--- src/hw/pfcs_map.vh ---
`ifndef PFCS_MAP_VH
`define PFCS_MAP_VH
// ==========================================================
// Pin widths
`define PFCS_AW            19
`define PFCS_DW            16
// ==========================================================
// Unlock and command cycle addresses and data
`define PFCS_UNLOCK_A1     19'h05555
`define PFCS_UNLOCK_A2     19'h02AAA
`define PFCS_UNLOCK_D1     16'h00AA
`define PFCS_UNLOCK_D2     16'h0055
`define PFCS_CMD_PROGRAM   16'h00A0
`define PFCS_CMD_ERASE     16'h0080
`define PFCS_CMD_CHIP      16'h0010
`define PFCS_CMD_SECTOR    16'h0030
`define PFCS_CMD_BLOCK     16'h0050
`define PFCS_CHIP_ADDR     19'h05555
// ==========================================================
// Operation codes on the request port
`define PFCS_OP_READ       3'h0
`define PFCS_OP_PROGRAM    3'h1
`define PFCS_OP_SECTOR     3'h2
`define PFCS_OP_BLOCK      3'h3
`define PFCS_OP_CHIP       3'h4
// ==========================================================
// Status bit positions
`define PFCS_POLL_BIT      7
`define PFCS_TOGGLE_BIT    6
// ==========================================================
// Bus timing (ns) and cycle counts at 100 ns clock
`define PFCS_CLK_NS        100
`define PFCS_T_STROBE_NS   100
`define PFCS_T_READ_NS     200
`define PFCS_STROBE_CYC    ((`PFCS_T_STROBE_NS + `PFCS_CLK_NS - 1) / `PFCS_CLK_NS)
`define PFCS_READ_CYC      ((`PFCS_T_READ_NS + `PFCS_CLK_NS - 1) / `PFCS_CLK_NS)
// Extra read cycles for the three-stage data synchroniser
`define PFCS_SYNC_CYC      3
// Longest wait for status before giving up (ns): chip erase worst
`define PFCS_T_TIMEOUT_NS  200000000
`define PFCS_TIMEOUT_CYC   (`PFCS_T_TIMEOUT_NS / `PFCS_CLK_NS)
`endif

--- src/hw/pfcs_sync.v ---
`timescale 1ns/1ns
`default_nettype none
// ==========================================================
// Three-stage input synchroniser, change accepted when last two agree
module pfcs_sync #(
  parameter W = 16
) (
  // Clock and reset
  input  wire         ref_clk,
  input  wire         rst,
  // Data
  input  wire [W-1:0] async_in,
  output reg  [W-1:0] sync_out
);
  reg [W-1:0] s1_q;
  reg [W-1:0] s2_q;
  reg [W-1:0] s3_q;
  always @(posedge ref_clk or posedge rst) begin
    if (rst) begin
      s1_q     <= {W{1'b0}};
      s2_q     <= {W{1'b0}};
      s3_q     <= {W{1'b0}};
      sync_out <= {W{1'b0}};
    end else begin
      s1_q <= async_in;
      s2_q <= s1_q;
      s3_q <= s2_q;
      if (s2_q == s3_q) begin
        sync_out <= s3_q;
      end
    end
  end
endmodule // pfcs_sync
`default_nettype wire

--- src/hw/pfcs_host.v ---
`timescale 1ns/1ns
`default_nettype none
`include "pfcs_map.vh"
module pfcs_host #(
  parameter [31:0] TIMEOUT_CYC = `PFCS_TIMEOUT_CYC
) (
  // Clock and reset
  input  wire                 ref_clk,
  input  wire                 rst,
  // User request
  input  wire                 req_valid,
  input  wire [2:0]           req_op,
  input  wire [`PFCS_AW-1:0]  req_addr,
  input  wire [`PFCS_DW-1:0]  req_data,
  output reg                  req_ready,
  // User answer
  output reg                  rsp_valid,
  output reg  [`PFCS_DW-1:0]  rsp_data,
  output reg                  rsp_error,
  // Flash pins
  output reg                  flash_ce_n,
  output reg                  flash_oe_n,
  output reg                  flash_we_n,
  output reg  [`PFCS_AW-1:0]  flash_addr,
  output reg  [`PFCS_DW-1:0]  flash_dq_o,
  output reg                  flash_dq_oe,
  input  wire [`PFCS_DW-1:0]  flash_dq_i
);
  // ==========================================================
  // States
  localparam [3:0] ST_IDLE   = 4'h0;
  localparam [3:0] ST_SETUP  = 4'h1;
  localparam [3:0] ST_STROBE = 4'h2;
  localparam [3:0] ST_HOLD   = 4'h3;
  localparam [3:0] ST_RSETUP = 4'h4;
  localparam [3:0] ST_RWAIT  = 4'h5;
  localparam [3:0] ST_RDONE  = 4'h6;
  localparam [3:0] ST_POLL   = 4'h7;
  localparam [3:0] ST_DONE   = 4'h8;
  localparam integer STROBE_N = `PFCS_STROBE_CYC;
  localparam integer READ_N   = `PFCS_READ_CYC + `PFCS_SYNC_CYC;
  localparam [7:0] STROBE_CYC = STROBE_N[7:0];
  localparam [7:0] READ_CYC   = READ_N[7:0];

  reg [3:0]          state_q;
  reg [2:0]          op_q;
  reg [2:0]          cyc_q;
  reg [7:0]          cnt_q;
  reg [31:0]         tmo_q;
  reg [`PFCS_AW-1:0] addr_q;
  reg [`PFCS_DW-1:0] data_q;
  reg                polling_q;
  reg [1:0]          confirm_q;
  reg [`PFCS_DW-1:0] prev_q;
  reg                prev_ok_q;
  wire [`PFCS_DW-1:0] dq_sync;

  pfcs_sync #(.W(`PFCS_DW)) u_dq_sync (
    .ref_clk  (ref_clk),
    .rst      (rst),
    .async_in (flash_dq_i),
    .sync_out (dq_sync)
  );

  // ==========================================================
  // Bus cycle content per step
  reg [2:0]          last_cyc;
  reg [`PFCS_AW-1:0] cyc_addr;
  reg [`PFCS_DW-1:0] cyc_data;
  always @* begin
    // program is four cycles, erases six
    last_cyc = (op_q == `PFCS_OP_PROGRAM) ? 3'h3 : 3'h5;
    cyc_addr = `PFCS_UNLOCK_A1;
    cyc_data = `PFCS_UNLOCK_D1;
    case (cyc_q)
      3'h0: begin
        cyc_addr = `PFCS_UNLOCK_A1;
        cyc_data = `PFCS_UNLOCK_D1;
      end
      3'h1, 3'h4: begin
        cyc_addr = `PFCS_UNLOCK_A2;
        cyc_data = `PFCS_UNLOCK_D2;
      end
      3'h2: begin
        cyc_addr = `PFCS_UNLOCK_A1;
        cyc_data = (op_q == `PFCS_OP_PROGRAM) ? `PFCS_CMD_PROGRAM : `PFCS_CMD_ERASE;
      end
      3'h3: begin
        if (op_q == `PFCS_OP_PROGRAM) begin
          cyc_addr = addr_q;
          cyc_data = data_q;
        end else begin
          cyc_addr = `PFCS_UNLOCK_A1;
          cyc_data = `PFCS_UNLOCK_D1;
        end
      end
      3'h5: begin
        // sector code, block code, chip code at 5555H
        if (op_q == `PFCS_OP_SECTOR) begin
          cyc_addr = addr_q;
          cyc_data = `PFCS_CMD_SECTOR;
        end else if (op_q == `PFCS_OP_BLOCK) begin
          cyc_addr = addr_q;
          cyc_data = `PFCS_CMD_BLOCK;
        end else begin
          cyc_addr = `PFCS_CHIP_ADDR;
          cyc_data = `PFCS_CMD_CHIP;
        end
      end
      default: begin
        cyc_addr = `PFCS_UNLOCK_A1;
        cyc_data = `PFCS_UNLOCK_D1;
      end
    endcase
  end

  // target assumed erased, else only a timeout ends the wait
  // Poll bit matches final state: data for program, one for erase
  wire [`PFCS_DW-1:0] expect_w = (op_q == `PFCS_OP_PROGRAM) ? data_q : {`PFCS_DW{1'b1}};
  // poll bit judged against expected value
  wire poll_done = dq_sync[`PFCS_POLL_BIT] == expect_w[`PFCS_POLL_BIT];
  wire tog_still = prev_ok_q && (dq_sync[`PFCS_TOGGLE_BIT] == prev_q[`PFCS_TOGGLE_BIT]);
  wire done_now  = poll_done && tog_still;

  // ==========================================================
  // Sequencer
  always @(posedge ref_clk or posedge rst) begin
    if (rst) begin
      state_q     <= ST_IDLE;
      op_q        <= `PFCS_OP_READ;
      cyc_q       <= 3'h0;
      cnt_q       <= 8'h00;
      tmo_q       <= 32'h0;
      addr_q      <= {`PFCS_AW{1'b0}};
      data_q      <= {`PFCS_DW{1'b0}};
      polling_q   <= 1'b0;
      confirm_q   <= 2'h0;
      prev_q      <= {`PFCS_DW{1'b0}};
      prev_ok_q   <= 1'b0;
      req_ready   <= 1'b0;
      rsp_valid   <= 1'b0;
      rsp_data    <= {`PFCS_DW{1'b0}};
      rsp_error   <= 1'b0;
      flash_ce_n  <= 1'b1;
      flash_oe_n  <= 1'b1;
      flash_we_n  <= 1'b1;
      flash_addr  <= {`PFCS_AW{1'b0}};
      flash_dq_o  <= {`PFCS_DW{1'b0}};
      flash_dq_oe <= 1'b0;
    end else begin
      rsp_valid <= 1'b0;
      // Wait limit counts clock cycles, so it maps to time
      if (polling_q) begin
        tmo_q <= tmo_q + 32'h1;
      end
      case (state_q)
        ST_IDLE: begin
          flash_ce_n <= 1'b1;
          req_ready  <= 1'b1;
          if (req_valid && req_ready) begin
            req_ready <= 1'b0;
            op_q      <= req_op;
            addr_q    <= req_addr;
            data_q    <= req_data;
            cyc_q     <= 3'h0;
            polling_q <= 1'b0;
            prev_ok_q <= 1'b0;
            confirm_q <= 2'h0;
            tmo_q     <= 32'h0;
            state_q   <= (req_op == `PFCS_OP_READ) ? ST_RSETUP : ST_SETUP;
          end
        end
        ST_SETUP: begin
          // address and data set before strobes fall
          flash_addr  <= cyc_addr;
          flash_dq_o  <= cyc_data;
          flash_dq_oe <= 1'b1;
          flash_oe_n  <= 1'b1;
          cnt_q       <= STROBE_CYC;
          state_q     <= ST_STROBE;
        end
        ST_STROBE: begin
          // write strobe low with chip select low
          flash_ce_n <= 1'b0;
          flash_we_n <= 1'b0;
          cnt_q      <= cnt_q - 8'h01;
          if (cnt_q == 8'h01) begin
            state_q <= ST_HOLD;
          end
        end
        ST_HOLD: begin
          // strobe rise latches command, data stays this cycle
          flash_we_n <= 1'b1;
          flash_ce_n <= 1'b1;
          if (cyc_q == last_cyc) begin
            state_q <= ST_RSETUP;
            polling_q <= 1'b1;
          end else begin
            cyc_q   <= cyc_q + 3'h1;
            state_q <= ST_SETUP;
          end
        end
        ST_RSETUP: begin
          flash_dq_oe <= 1'b0;
          flash_we_n  <= 1'b1;
          flash_addr  <= addr_q;
          cnt_q       <= READ_CYC;
          state_q     <= ST_RWAIT;
        end
        ST_RWAIT: begin
          flash_ce_n <= 1'b0;
          flash_oe_n <= 1'b0;
          cnt_q      <= cnt_q - 8'h01;
          if (cnt_q == 8'h01) begin
            state_q <= polling_q ? ST_POLL : ST_RDONE;
          end
        end
        ST_RDONE: begin
          flash_ce_n <= 1'b1;
          flash_oe_n <= 1'b1;
          rsp_valid  <= 1'b1;
          rsp_data   <= dq_sync;
          rsp_error  <= 1'b0;
          state_q    <= ST_IDLE;
        end
        ST_POLL: begin
          // no commands while busy, only status reads
          flash_ce_n <= 1'b1;
          flash_oe_n <= 1'b1;
          prev_q     <= dq_sync;
          prev_ok_q  <= 1'b1;
          // two further valid reads confirm completion
          if (done_now) begin
            confirm_q <= confirm_q + 2'h1;
          end else begin
            confirm_q <= 2'h0;
          end
          if (done_now && confirm_q == 2'h2) begin
            rsp_error <= 1'b0;
            state_q <= ST_DONE;
          end else if (tmo_q >= TIMEOUT_CYC) begin
            rsp_error <= 1'b1;
            state_q   <= ST_DONE;
          end else begin
            state_q <= ST_RSETUP;
          end
        end
        ST_DONE: begin
          // device back in read mode unless the wait timed out, accept next request
          rsp_valid <= 1'b1;
          rsp_data  <= dq_sync;
          polling_q <= 1'b0;
          state_q   <= ST_IDLE;
        end
        default: begin
          state_q <= ST_IDLE;
        end
      endcase
    end
  end
endmodule // pfcs_host
`default_nettype wire

--- config.mk ---
export PLATFORM = sky130hd
export DESIGN_NAME = pfcs_host
export DESIGN_NICKNAME = d
export VERILOG_FILES = /design/src/hw/pfcs_sync.v /design/src/hw/pfcs_host.v
export VERILOG_INCLUDE_DIRS = /design/src /design/src/hw
export SDC_FILE = /design/constraint.sdc
export NUM_CORES = 1
export LEC_CHECK = 0
export BUFFER_PORTS_ARGS = -buffer_cell sky130_fd_sc_hd__clkbuf_2
export CAP_MARGIN = 5
export CELL_PAD_IN_SITES_DETAIL_PLACEMENT = 0
export CELL_PAD_IN_SITES_GLOBAL_PLACEMENT = 1
export CORE_AREA = 2 2 160 131
export CTS_BUF_LIST = sky130_fd_sc_hd__clkbuf_16
export DETAILED_ROUTE_END_ITERATION = 16
export DIE_AREA = 0 0 162 133
export PLACE_DENSITY_LB_ADDON = 0.1
export REMOVE_ABC_BUFFERS = 1
export SLEW_MARGIN = 20
export SYNTH_ARGS = -nofsm -noshare
export SYNTH_HDL_FRONTEND = slang
export SYNTH_SLANG_ARGS = --single-unit
--- constraint.sdc ---
create_clock -name ref_clk -period 8.57 [get_ports ref_clk]
set_input_delay 1.714 -clock ref_clk [delete_from_list [all_inputs] [get_ports ref_clk]]
set_output_delay 1.714 -clock ref_clk [all_outputs]
set_load 0.03 [all_outputs]
# Yosys cells after proc, flatten, opt, wreduce, memory -nomap -nowiden
# Cells that the tools add are included.
classes:
  add_sub_neg: 4
  order_cmp: 1
  eq_ne: 28
  n_mux: 44
  reduce_logical: 27
op_table:
  columns: ["operator", "n"]
  rows:
  - ["32-bit two-way mux", 3]
  - ["16-bit one-hot mux with 4 select lines", 1]
  - ["19-bit two-way mux", 3]
  - ["19-bit one-hot mux with 3 select lines", 1]
  - ["19-bit one-hot mux with 2 select lines", 1]
  - ["32-bit by 1-bit adder with 32-bit output, second input constant", 1]
  - ["32-bit by 21-bit >= comparator with 1-bit output, second input constant", 1]
  - ["4-bit one-hot mux with 7 select lines", 1]
  - ["8-bit one-hot mux with 3 select lines", 1]
  - ["4-bit two-way mux", 5]
  - ["16-bit equality test", 1]
  - ["4-bit by 3-bit equality test with 1-bit output, second input constant", 4]
  - ["16-bit two-way mux", 1]
  - ["3-bit two-way mux", 5]
  - ["7-bit two-way mux", 2]
  - ["2-bit nonzero test", 7]
  - ["3-bit by 2-bit equality test with 1-bit output, second input constant", 4]
  - ["1-bit one-hot mux with 2 select lines", 6]
  - ["2-bit inequality test, second input constant", 5]
  - ["3-bit AND reduction", 3]
  - ["4-bit by 2-bit equality test with 1-bit output, second input constant", 2]
  - ["8-bit by 1-bit equality test with 1-bit output, second input constant", 1]
  - ["8-bit two-way mux", 1]
  - ["2-bit OR reduction", 4]
  - ["24 further kinds", 40]
totals:
  regBits: 218
  inputBits: 57
  elab_cells: 129

# Longest topological paths before layout
# Gate-level depths: netlist (run 1).
logic_depth:
  word_depth: 7
  ltp_mapped: 9
  ltp_nobuf: 7

# By module
# A second synthesis (run 1) with hierarchy kept.
hier_totals:
  hier_cells: 793
  hier_area_um2: 8817.2
modules_own_cells:
  columns: ["module", "n_inst", "cells_per_inst", "area_per_inst_um2", "seq_area_each_um2"]
  rows:
  - ["pfcs_host", 1, 690, 6799.0, 3707.3]
  - ["pfcs_sync", 1, 103, 2018.2, 1601.5]

# Least setup slack after synthesis (run 1)
# Ideal clock, no wire load.
synth_timing:
  path_kind: "input to register"
  start: "in req_valid"
  end: "reg tmo_q[21]"
  setup_ps: 122
  t_arrival_ps: 2320
  required_ps: 8448
  setup_slack_ps: 6128
  cell_stages: 5
  n_path_buf: 2
  cell_sequence: "nand2_1 nor2b_1 buf_2 buf_2 nor2_1"
synth_via:
  elab_chain_cells: 3
synth_rtl:
  columns: ["element", "line_no", "rtl"]
  rows:
  - ["start: declaration", "pfcs_host.v:11", "input wire req_valid,"]
  - ["1-bit logical AND", "pfcs_host.v:160", "if (req_valid && req_ready) begin"]
  - ["32-bit two-way mux", "pfcs_host.v:160", null]
  - ["32-bit two-way mux", "pfcs_host.v:156", "case (state_q)"]
  - ["end signal: assignment", "pfcs_host.v:154", "tmo_q <= tmo_q + 32'h1;"]
  - ["end: declaration", "pfcs_host.v:49", "reg [31:0] tmo_q;"]
# Every way passes these cells.
# A chain may end at the register's enable or synchronous reset.

# Final worst setup path (run 1)
layout_timing:
  start: "in req_valid"
  end: "reg cyc_q[1]"
layout_via:
  elab_chain_cells: 3
layout_rtl:
  columns: ["element", "line_no", "rtl"]
  rows:
  - ["1-bit logical AND", "pfcs_host.v:160", null]
  - ["2-bit inequality test (no source line)", null, null]
  - ["3-bit AND reduction (no source line)", null, null]
  - ["end signal: assignment", "pfcs_host.v:199", "cyc_q <= cyc_q + 3'h1;"]
  - ["end: declaration", "pfcs_host.v:47", "reg [2:0] cyc_q;"]
# Every way passes these cells.

==> flow_metrics.env, run 1 <==
export IMPL_status="finished clean"
export IMPL_clockRootBuffer="clkbuf_16"
export IMPL_ctsHoldBuffers=0
export IMPL_start_util_pct=43.9
export IMPL_peakVddDrop_mv=0.0999
export IMPL_skew_ns=0.00606
export IMPL_multiInputGateArea_sq_mm=0.00328
export IMPL_diodes=0
export IMPL_cp_arrival_ns=3.54
export IMPL_holdPathEnd="u_dq_sync.s2_q[2]"
export IMPL_hold_class="reg -> reg"
export IMPL_cts_tree="yes"
export IMPL_synth_async_reset_ratio_pct=100
export IMPL_grt_ovfl_total=0
export IMPL_final_antenna_net_count=0
export IMPL_synthFlopType="dfrtp_1"
export IMPL_timing_fmax_mhz=316
export IMPL_cts_buffers=22
export IMPL_grt_pass1_vias=6191
export IMPL_timing_rr_start="state_q[1]"
export IMPL_yosysTopAreaCellShare_pct=59.3
export IMPL_rsz0062_at_grt="false"
export IMPL_grt_max_degree=136
export IMPL_power_density_mw_per_mm2=194
export IMPL_gr_usage_all_layers_pct=17.5
export IMPL_dp_worst_setup_slack_ns=4.90
export IMPL_layout_commonest_cell="dfrtp_1"
export IMPL_yosysSeqAreaShare_pct=60.2
export IMPL_tns_ns=0
export IMPL_tightest_slew_ns=1.01
export IMPL_r2r_end="cyc_q[1]"
export IMPL_globalplace_congestion=0.782
export IMPL_maxCapViolCount=0
export IMPL_io_pins=115
export IMPL_yosys_warnings=0
export IMPL_dp_cells=1161
export IMPL_cts_path_max_buffers=3
export IMPL_final_util_pct=51.4
export IMPL_ff2ff_setup_slack_ns=5.53
export IMPL_core_sq_mm=0.0201
export IMPL_path_max_fanout=38
export IMPL_timing_final_crit_share_pct=36.9
export IMPL_critPathRequiredTime_ns=8.95
export IMPL_synth_cells=809
export IMPL_synth_edf_count=0
export IMPL_hpwl_um=12100
export IMPL_drc=0
export IMPL_finalWorstSetupSlack_ns=5.41
export IMPL_final_cell_mix="dfrtp_1 (209), nand2_1 (172), clkbuf_2 (114)"
export IMPL_drtIter0Drc=378
export IMPL_clk_insertion_delay_late_ns=0.49
export IMPL_cts_setup_buffers=0
export IMPL_slew_viol_final=0
export IMPL_die_w_um=162
export IMPL_antenna_found_initial=0
export IMPL_routed_wl_um=18300
export IMPL_hold_start="u_dq_sync.s1_q[2]"
export IMPL_path_clk_slew_ns=0.06
export IMPL_post_drt_wl_per_cell_um=15.3
export IMPL_num_vias=6093
export IMPL_synth_area_leaders="dfrtp_1 (59%), nand2_1 (7.3%), mux2_2 (4.5%)"
export IMPL_fillers=1836
export IMPL_fin_crit_ns=3.16
export IMPL_syn_area_per_cell_sq_um=10.9
export IMPL_yosys_area_top_type="dfrtp_1"
export IMPL_max_slew_margin_pct=32.5
export IMPL_syn_area_sq_mm=0.00882
export IMPL_hold_viol=0
export IMPL_synth_seq_cells=212
export IMPL_end_kind="flop"
export IMPL_dr_pass1_iters=5
export IMPL_finalNetCount=983
export IMPL_fin_cells=1198
export IMPL_grt_pass1_wl_um=30900
export IMPL_synth_cell_types=60
export IMPL_regArea_sq_mm=0.00531
export IMPL_whs_path_depth=0
export IMPL_postCtsResizedCells=0
export IMPL_area_delta_synth_final_pct=17.2
export IMPL_drive_above_1_share_pct=23.1
export IMPL_startpoint_type="input pin"
export IMPL_io_buffers=114
export IMPL_crit_type="in -> reg"
export IMPL_reg2regPathDepth=5
export IMPL_leakagePower_nw=5.07
export IMPL_die_area_sq_mm=0.0215
export IMPL_clock_sinks=212
export IMPL_htree_levels=1
export IMPL_finalSetupViolCount=0
export IMPL_vias_per_cell=5.09
export IMPL_fp_dieH_um=133
export IMPL_rows=47
sequential cells by signal, indices dropped and copies added, names as in the netlist, 2 cells and up:
register / cells
flash_dq_o: 16
op_q: 3
data_q: 16
u_dq_sync.sync_out: 16
tmo_q: 32
confirm_q: 2
cnt_q: 8
state_q: 4
u_dq_sync.s1_q: 16
addr_q: 19
flash_addr: 19
rsp_data: 16
u_dq_sync.s3_q: 16
u_dq_sync.s2_q: 16
cyc_q: 3
kinds of logic after synthesis:
family / Yosys count / synth area share [%]
AND/OR/NAND/NOR: 348 / 18.9
flip-flops: 212 / 60.2
AO/OA/AOI/OAI: 100 / 7.19
buffers and inverters: 54 / 2.81
XOR/XNOR: 48 / 4.77
multiplexers: 37 / 4.70
adder cells (fa/ha/maj): 10 / 1.42
worst max-delay path by stage:
stage	cells after the start	startpoint	end	slack [ns]
floorplan	1	rst	addr_q[0]	1.07
global placement	6	req_valid	cyc_q[1]	4.94
detailed placement	6	req_valid	cyc_q[1]	4.90
CTS	6	req_valid	cyc_q[1]	5.41
global route	5	state_q[1]	cyc_q[1]	5.21
finish	6	req_valid	cyc_q[1]	5.41
power breakdown:
part | total, mW | switching, mW | internal (mW)
logic | 0.0429 | 0.0275 | 0.0153
clock network | 0.943 | 0.371 | 0.572
registers | 1.02 | 0.00604 | 1.01
total | 2.00 | 0.405 | 1.60
worst max-delay path, stage by stage:
cell and delay (ns):
clkbuf_2 0.10, nand2_1 0.10, nor2b_4 0.70, buf_4 0.50
mux2i_1 0.17, a22o_1 0.21
synth_stat cells (6+ instances only):
master,n
mux2_2,35
xnor2_1,40
nand4_1,13
nor3_1,16
nand3_1,25
clkbuf_1,21
buf_2,14
a221o_1,7
a22o_1,6
nor2_1,59
or3_1,8
ha_1,10
nor3_2,8
o21ai_0,30
a21oi_1,31
nor4_1,11
nand2_1,172
a31oi_1,6
xor2_1,8
dfrtp_1,209
inv_1,16
through the flow:
step | hold WS (ns) | instance area [sq um] | total power [mW]
floorplan | 0.331 | 8630 | 1.06
global placement | 0.334 | 9610 | 1.08
detailed placement | 0.335 | 9620 | 1.08
CTS | 0.346 | 10300 | 2.04
global route | 0.349 | 10300 | 2.08
finish | 0.344 | 10300 | 2.00
final cells by class:
cell class / count / share of cell area, %
clock inverters: 14 / 1.33
clock buffers: 23 / 5.57
multi-input cells: 543 / 31.7
inverters: 16 / 0.653
well taps: 269 / 3.26
repair buffers: 121 / 6.14
flip-flops and latches: 212 / 51.3
metal layers:
| layer | track usage [%] | vias up | part of all wire [%] |
|---|---|---|---|
| met5 | 0 | - | 0 |
| met4 | 4.23 | 0 | 2.1 |
| met3 | 3.04 | 26 | 3.3 |
| met2 | 28.2 | 100 | 47 |
| met1 | 24.8 | 2998 | 47 |
| li1 | - | 2969 | - |
Power figures use the tool's default switching activity.
==> run 2, diff against run 1 <==
--- a/config.mk
+++ b/config.mk
@@ -10,10 +10,10 @@
 export CAP_MARGIN = 5
 export CELL_PAD_IN_SITES_DETAIL_PLACEMENT = 0
 export CELL_PAD_IN_SITES_GLOBAL_PLACEMENT = 1
-export CORE_AREA = 2 2 160 131
+export CORE_AREA = 2 2 167 137
 export CTS_BUF_LIST = sky130_fd_sc_hd__clkbuf_16
 export DETAILED_ROUTE_END_ITERATION = 16
-export DIE_AREA = 0 0 162 133
+export DIE_AREA = 0 0 169 139
 export PLACE_DENSITY_LB_ADDON = 0.1
 export REMOVE_ABC_BUFFERS = 1
 export SLEW_MARGIN = 20
==> constraint.sdc (replaced) <==
create_clock -name ref_clk -period 2.8 [get_ports ref_clk]
set_input_delay 0.56 -clock ref_clk [delete_from_list [all_inputs] [get_ports ref_clk]]
set_output_delay 0.56 -clock ref_clk [all_outputs]
set_load 0.03 [all_outputs]
==> flow_metrics.env, run 2 (synthesis gave the netlist of run 1 again) <==
export IMPL_status="finished clean"
export IMPL_dr_pass1_iters=5
export IMPL_diodes=0
export IMPL_final_util_pct=48.0
export IMPL_end_kind="flop"
export IMPL_ff2ff_setup_slack_ns=0.32
export IMPL_p_int_mw=5.10
export IMPL_peakVddDrop_mv=0.331
export IMPL_crit_type="reg -> reg"
export IMPL_drc=0
export IMPL_startpoint_type="flop"
export IMPL_rsz0062_at_grt="false"
export IMPL_fin_cells=1226
export IMPL_final_antenna_net_count=0
export IMPL_grt_ovfl_total=0
export IMPL_path_clk_slew_ns=0.06
export IMPL_regArea_sq_mm=0.00531
export IMPL_p_seq_share_pct=48.7
export IMPL_area_delta_synth_final_pct=19.3
export IMPL_timing_final_crit_share_pct=88.7
export IMPL_post_drt_wl_per_cell_um=16.5
export IMPL_timing_fmax_mhz=402
export IMPL_fp_dieH_um=139
export IMPL_fillers=2049
export IMPL_grt_pass1_wl_um=33600
export IMPL_drive_above_1_share_pct=24.3
export IMPL_reg_top3="tmo_q (32), addr_q (19), flash_addr (19)"
export IMPL_pwr_share_clk_pct=49.0
export IMPL_tightest_slew_ns=0.911
export IMPL_core_sq_mm=0.0219
export IMPL_skew_ns=0.0109
export IMPL_hold_viol=0
export IMPL_clk_insertion_delay_late_ns=0.50
export IMPL_largest_reg_flops=32
export IMPL_antenna_found_initial=0
export IMPL_hold_class="in -> async"
export IMPL_grt_max_degree=94
export IMPL_tns_ns=0
export IMPL_max_slew_margin_pct=39.0
export IMPL_routed_wl_um=20200
export IMPL_clock_sinks=212
export IMPL_p_comb_share_pct=2.2
export IMPL_layout_commonest_cell="dfrtp_1"
export IMPL_start_util_pct=40.2
export IMPL_r2r_end="state_q[2]"
export IMPL_reg2regPathDepth=5
export IMPL_regMostFlops="tmo_q"
export IMPL_power_density_mw_per_mm2=608
export IMPL_cp_arrival_ns=2.90
export IMPL_rows=49
export IMPL_finalSetupViolCount=0
export IMPL_leakagePower_nw=5.16
export IMPL_p_sw_share_pct=20.3
export IMPL_grt_pass1_vias=6392
export IMPL_maxCapViolCount=0
export IMPL_timing_rr_start="state_q[1]"
export IMPL_hpwl_um=14000
export IMPL_die_w_um=169
export IMPL_io_pins=115
export IMPL_finalWorstSetupSlack_ns=0.316
export IMPL_cts_tree="yes"
export IMPL_io_buffers=114
export IMPL_vias_per_cell=5.14
export IMPL_final_cell_mix="dfrtp_1 (209), nand2_1 (172), clkbuf_2 (114)"
export IMPL_critPathRequiredTime_ns=3.21
export IMPL_dp_cells=1186
export IMPL_ctsHoldBuffers=0
export IMPL_htree_levels=1
export IMPL_clockRootBuffer="clkbuf_16"
export IMPL_drtIter0Drc=508
export IMPL_finalNetCount=998
export IMPL_p_sw_mw=1.30
export IMPL_globalplace_congestion=0.786
export IMPL_cts_path_max_buffers=3
export IMPL_die_area_sq_mm=0.0235
export IMPL_worst_hold_slack_ns=0.126
export IMPL_fin_crit_ns=2.48
export IMPL_multiInputGateArea_sq_mm=0.00328
export IMPL_cts_setup_buffers=0
export IMPL_path_max_fanout=20
export IMPL_gr_usage_all_layers_pct=17.5
export IMPL_slew_viol_final=0
export IMPL_cts_buffers=23
export IMPL_postCtsResizedCells=0
export IMPL_num_vias=6306
export IMPL_dp_worst_setup_slack_ns=0.317
run 2: changes by cell type in the layout (fill, tap and decap cells not counted), sizes merged:
cell | previous run | this run
buf | 7 | 21
bufinv | 3 | 5
clkinv | 8 | 9
clkinvlp | 0 | 1
inv | 19 | 18
run 2: worst max-delay path by stage:
stage                     from         end  slack (ns)
finish              state_q[1]  state_q[2]        0.32
global route        state_q[1]  state_q[2]        0.10
CTS                 state_q[1]  state_q[2]        0.30
detailed placement  state_q[1]  state_q[2]        0.32
global placement    state_q[1]  state_q[2]        0.46
floorplan                  rst   addr_q[0]       -3.55
run 2: layer usage:
metal / vias to the layer above / global-route usage, % / share of wire, %
met2: 119 / 26.8 / 45
li1: 3014 / - / -
met5: - / 0 / 0
met4: 0 / 4.50 / 2.4
met1: 3138 / 25.9 / 49
met3: 35 / 2.94 / 3.5
run 2: area by class of cell:
type                            instances  share of cell area (%)
Clock buffer                           23                    5.47
Clock inverter                         17                    1.93
Inverter                               16                   0.642
Multi-Input combinational cell        543                    31.2
Sequential cell                       212                    50.4
Tap cell                              280                    3.33
Timing Repair Buffer                  135                    7.04
run 2: per-stage QoR:
step                power (mW)  cell area [sq um]
finish                    6.40              10500
global route              6.66              10500
CTS                       6.51              10500
detailed placement        3.32               9750
global placement          3.32               9750
floorplan                 3.24               8630
run 2: critical path, cell delays in order (launching register included):
cell and delay [ns]:
dfrtp_1 0.70, nor2b_1 0.16, a21oi_1 0.71, a31oi_1 0.21, a2111o_1 0.46, o211ai_1 0.17
run 2: power by group through the flow:
stage | Sequential [mW] | Clock, mW | Combinational, mW
global route | 3.12 | 3.37 | 0.165
global placement | 3.17 | 0 | 0.146
floorplan | 3.17 | 0 | 0.0681
detailed placement | 3.17 | 0 | 0.149
finish | 3.12 | 3.14 | 0.142
CTS | 3.12 | 3.24 | 0.150
==> run 3, diff against run 2 <==
--- a/config.mk
+++ b/config.mk
@@ -12,6 +12,7 @@
 export CELL_PAD_IN_SITES_GLOBAL_PLACEMENT = 1
 export CORE_AREA = 2 2 167 137
 export CTS_BUF_LIST = sky130_fd_sc_hd__clkbuf_16
+export CTS_CLUSTER_SIZE = 8
 export DETAILED_ROUTE_END_ITERATION = 16
 export DIE_AREA = 0 0 169 139
 export PLACE_DENSITY_LB_ADDON = 0.1
@@ -19,4 +20,5 @@
 export SLEW_MARGIN = 20
 export SYNTH_ARGS = -nofsm -noshare
 export SYNTH_HDL_FRONTEND = slang
+export SYNTH_HIERARCHICAL = 1
 export SYNTH_SLANG_ARGS = --single-unit
==> flow_metrics.env, run 3 <==
export IMPL_status="finished clean"
export IMPL_cts_buffers=30
export IMPL_final_util_pct=48.2
export IMPL_synth_area_leaders="dfrtp_1 (59%), nand2_1 (7.3%), xor2_1 (3.7%)"
export IMPL_largest_reg_flops=32
export IMPL_dr_pass1_iters=4
export IMPL_dp_cells=1171
export IMPL_timing_final_crit_share_pct=75.8
export IMPL_timing_fmax_mhz=471
export IMPL_syn_area_sq_mm=0.00882
export IMPL_cts_path_max_buffers=3
export IMPL_total_power_mw=10.2
export IMPL_finalSetupViolCount=0
export IMPL_io_buffers=114
export IMPL_cp_top_family="compound AO/OA/AOI/OAI gates"
export IMPL_yosysSeqAreaShare_pct=60.2
export IMPL_start_util_pct=40.2
export IMPL_post_drt_wl_per_cell_um=16.0
export IMPL_timing_rr_start="state_q[2]"
export IMPL_maxCapViolCount=0
export IMPL_critPathBufInv=0
export IMPL_finalNetCount=990
export IMPL_crit_path_top_delay_cell="dfrtp_1"
export IMPL_rows=49
export IMPL_leakagePower_nw=5.27
export IMPL_area_delta_synth_final_pct=20.1
export IMPL_finalWorstSetupSlack_ns=0.678
export IMPL_io_pins=115
export IMPL_end_kind="flop"
export IMPL_grt_pass1_wl_um=32700
export IMPL_yosys_warnings=6
export IMPL_final_cell_mix="dfrtp_1 (209), nand2_1 (172), clkbuf_2 (114)"
export IMPL_num_vias=6148
export IMPL_peakVddDrop_mv=0.470
export IMPL_r2r_end="flash_addr[10]"
export IMPL_critical_path_startpoint="state_q[2]"
export IMPL_max_stage_delay_ns=0.74
export IMPL_power_density_mw_per_mm2=968
export IMPL_crit_type="reg -> reg"
export IMPL_synth_cells=793
export IMPL_fin_crit_ns=2.12
export IMPL_yosys_top_cells_count="dfrtp_1 (209), nand2_1 (172), nor2_1 (59)"
export IMPL_postCtsResizedCells=0
export IMPL_core_sq_mm=0.0219
export IMPL_max_slew_margin_pct=51.1
export IMPL_gr_usage_all_layers_pct=17.0
export IMPL_globalplace_congestion=0.779
export IMPL_design_area_sq_mm=0.0106
export IMPL_slew_viol_final=0
export IMPL_hold_viol=0
export IMPL_ctsHoldBuffers=0
export IMPL_synth_seq_cells=212
export IMPL_hold_class="in -> async"
export IMPL_synthFlopType="dfrtp_1"
export IMPL_regMostFlops="tmo_q"
export IMPL_worst_hold_slack_ns=0.0687
export IMPL_htree_levels=1
export IMPL_hpwl_um=13100
export IMPL_fp_dieH_um=139
export IMPL_path_clk_slew_ns=0.05
export IMPL_layout_commonest_cell="dfrtp_1"
export IMPL_clk_insertion_delay_late_ns=0.55
export IMPL_final_antenna_net_count=0
export IMPL_startpoint_type="flop"
export IMPL_fin_cells=1217
export IMPL_grt_max_degree=52
export IMPL_path_max_fanout=21
export IMPL_ff2ff_setup_slack_ns=0.68
export IMPL_grt_pass1_vias=6210
export IMPL_cp_depth=3
export IMPL_rsz0062_at_grt="false"
export IMPL_dpl_cell_area_sq_mm=0.00975
export IMPL_cts_tree="yes"
export IMPL_antenna_found_initial=0
export IMPL_tightest_slew_ns=0.734
export IMPL_drc=0
export IMPL_routed_wl_um=19500
export IMPL_cts_setup_buffers=0
export IMPL_reg_top3="tmo_q (32), addr_q (19), flash_addr (19)"
export IMPL_tns_ns=0
export IMPL_diodes=0
export IMPL_endpoint="flash_addr[10]"
export IMPL_reg2regPathDepth=3
export IMPL_crit_chain="nand2b_1, a211o_1, a221o_1"
export IMPL_vias_per_cell=5.05
export IMPL_cp_arrival_ns=2.53
export IMPL_synth_async_reset_ratio_pct=100
export IMPL_grt_ovfl_total=0
export IMPL_synth_most_common_cell="dfrtp_1"
export IMPL_die_w_um=169
export IMPL_skew_ns=0.0151
export IMPL_dp_worst_setup_slack_ns=0.689
export IMPL_yosys_area_top_type="dfrtp_1"
export IMPL_synth_edf_count=0
export IMPL_critPathRequiredTime_ns=3.21
export IMPL_clock_sinks=212
export IMPL_synth_cell_types=59
export IMPL_die_area_sq_mm=0.0235
export IMPL_clockRootBuffer="clkbuf_16"
export IMPL_yosysTopAreaCellShare_pct=59.3
export IMPL_syn_area_per_cell_sq_um=11.1
export IMPL_drive_above_1_share_pct=23.2
export IMPL_drtIter0Drc=374
[run 3: cell types whose count changed in the layout (fill, tap and decap cells not counted), moves of 8 or more]
| cell | before | now |
|---|---|---|
| a221o_1 | 7 | 16 |
| nand3_1 | 25 | 14 |
| xnor2_1 | 40 | 11 |
| mux2_2 | 35 | 23 |
| nor3_1 | 16 | 8 |
| and3_1 | 0 | 8 |
| mux2_4 | 0 | 10 |
| inv_1 | 17 | 26 |
| xor2_1 | 8 | 37 |
[run 3: cell families after synthesis]
kind of cell | share of synthesized area [%]
compound gates | 8.33
simple gates | 17.7
buf+inv | 2.51
flops | 60.2
mux | 5.09
xor+xnor | 4.77
fa+ha+maj | 1.42
[run 3: area by class of cell]
type | count | area (sq um)
Fill cell | 2043 | 11400
Sequential cell | 212 | 5310
Multi-Input combinational cell | 533 | 3300
Clock buffer | 30 | 751
Timing Repair Buffer | 132 | 731
Tap cell | 280 | 350
Clock inverter | 16 | 87.6
Inverter | 14 | 57.6
[run 3: power breakdown]
part           leakage, nW  switching, mW  internal, mW
registers             2.72          0.502          3.71
logic                 2.09           1.82          1.04
clock network        0.460           1.27          1.90
[run 3: worst min path at each step]
| stage | endpoint | slack [ns] | depth (start not counted) | from |
|---|---|---|---|---|
| after global placement | u_dq_sync/s2_q[9] | 0.33 | 0 | u_dq_sync/s1_q[9] |
| after global routing | u_dq_sync/s1_q[14] | 0.1 | 1 | flash_dq_i[14] |
| final | rsp_data[11] | 0.07 | 2 | rst |
| after floorplan | u_dq_sync/s2_q[0] | 0.33 | 0 | u_dq_sync/s1_q[0] |
| after detailed placement | u_dq_sync/s2_q[10] | 0.34 | 0 | u_dq_sync/s1_q[10] |
| after CTS | rsp_data[11] | 0.08 | 2 | rst |
[run 3: layer usage]
metal | wire (um) | part of all wire (%) | up-vias | track usage [%]
met4 | 372 | 1.9 | 0 | 4.05
met2 | 8820 | 45 | 138 | 26.4
met1 | 9370 | 48 | 3006 | 25.2
met3 | 945 | 4.8 | 31 | 2.57
met5 | 0 | 0 | - | 0
li1 | - | - | 2973 | -
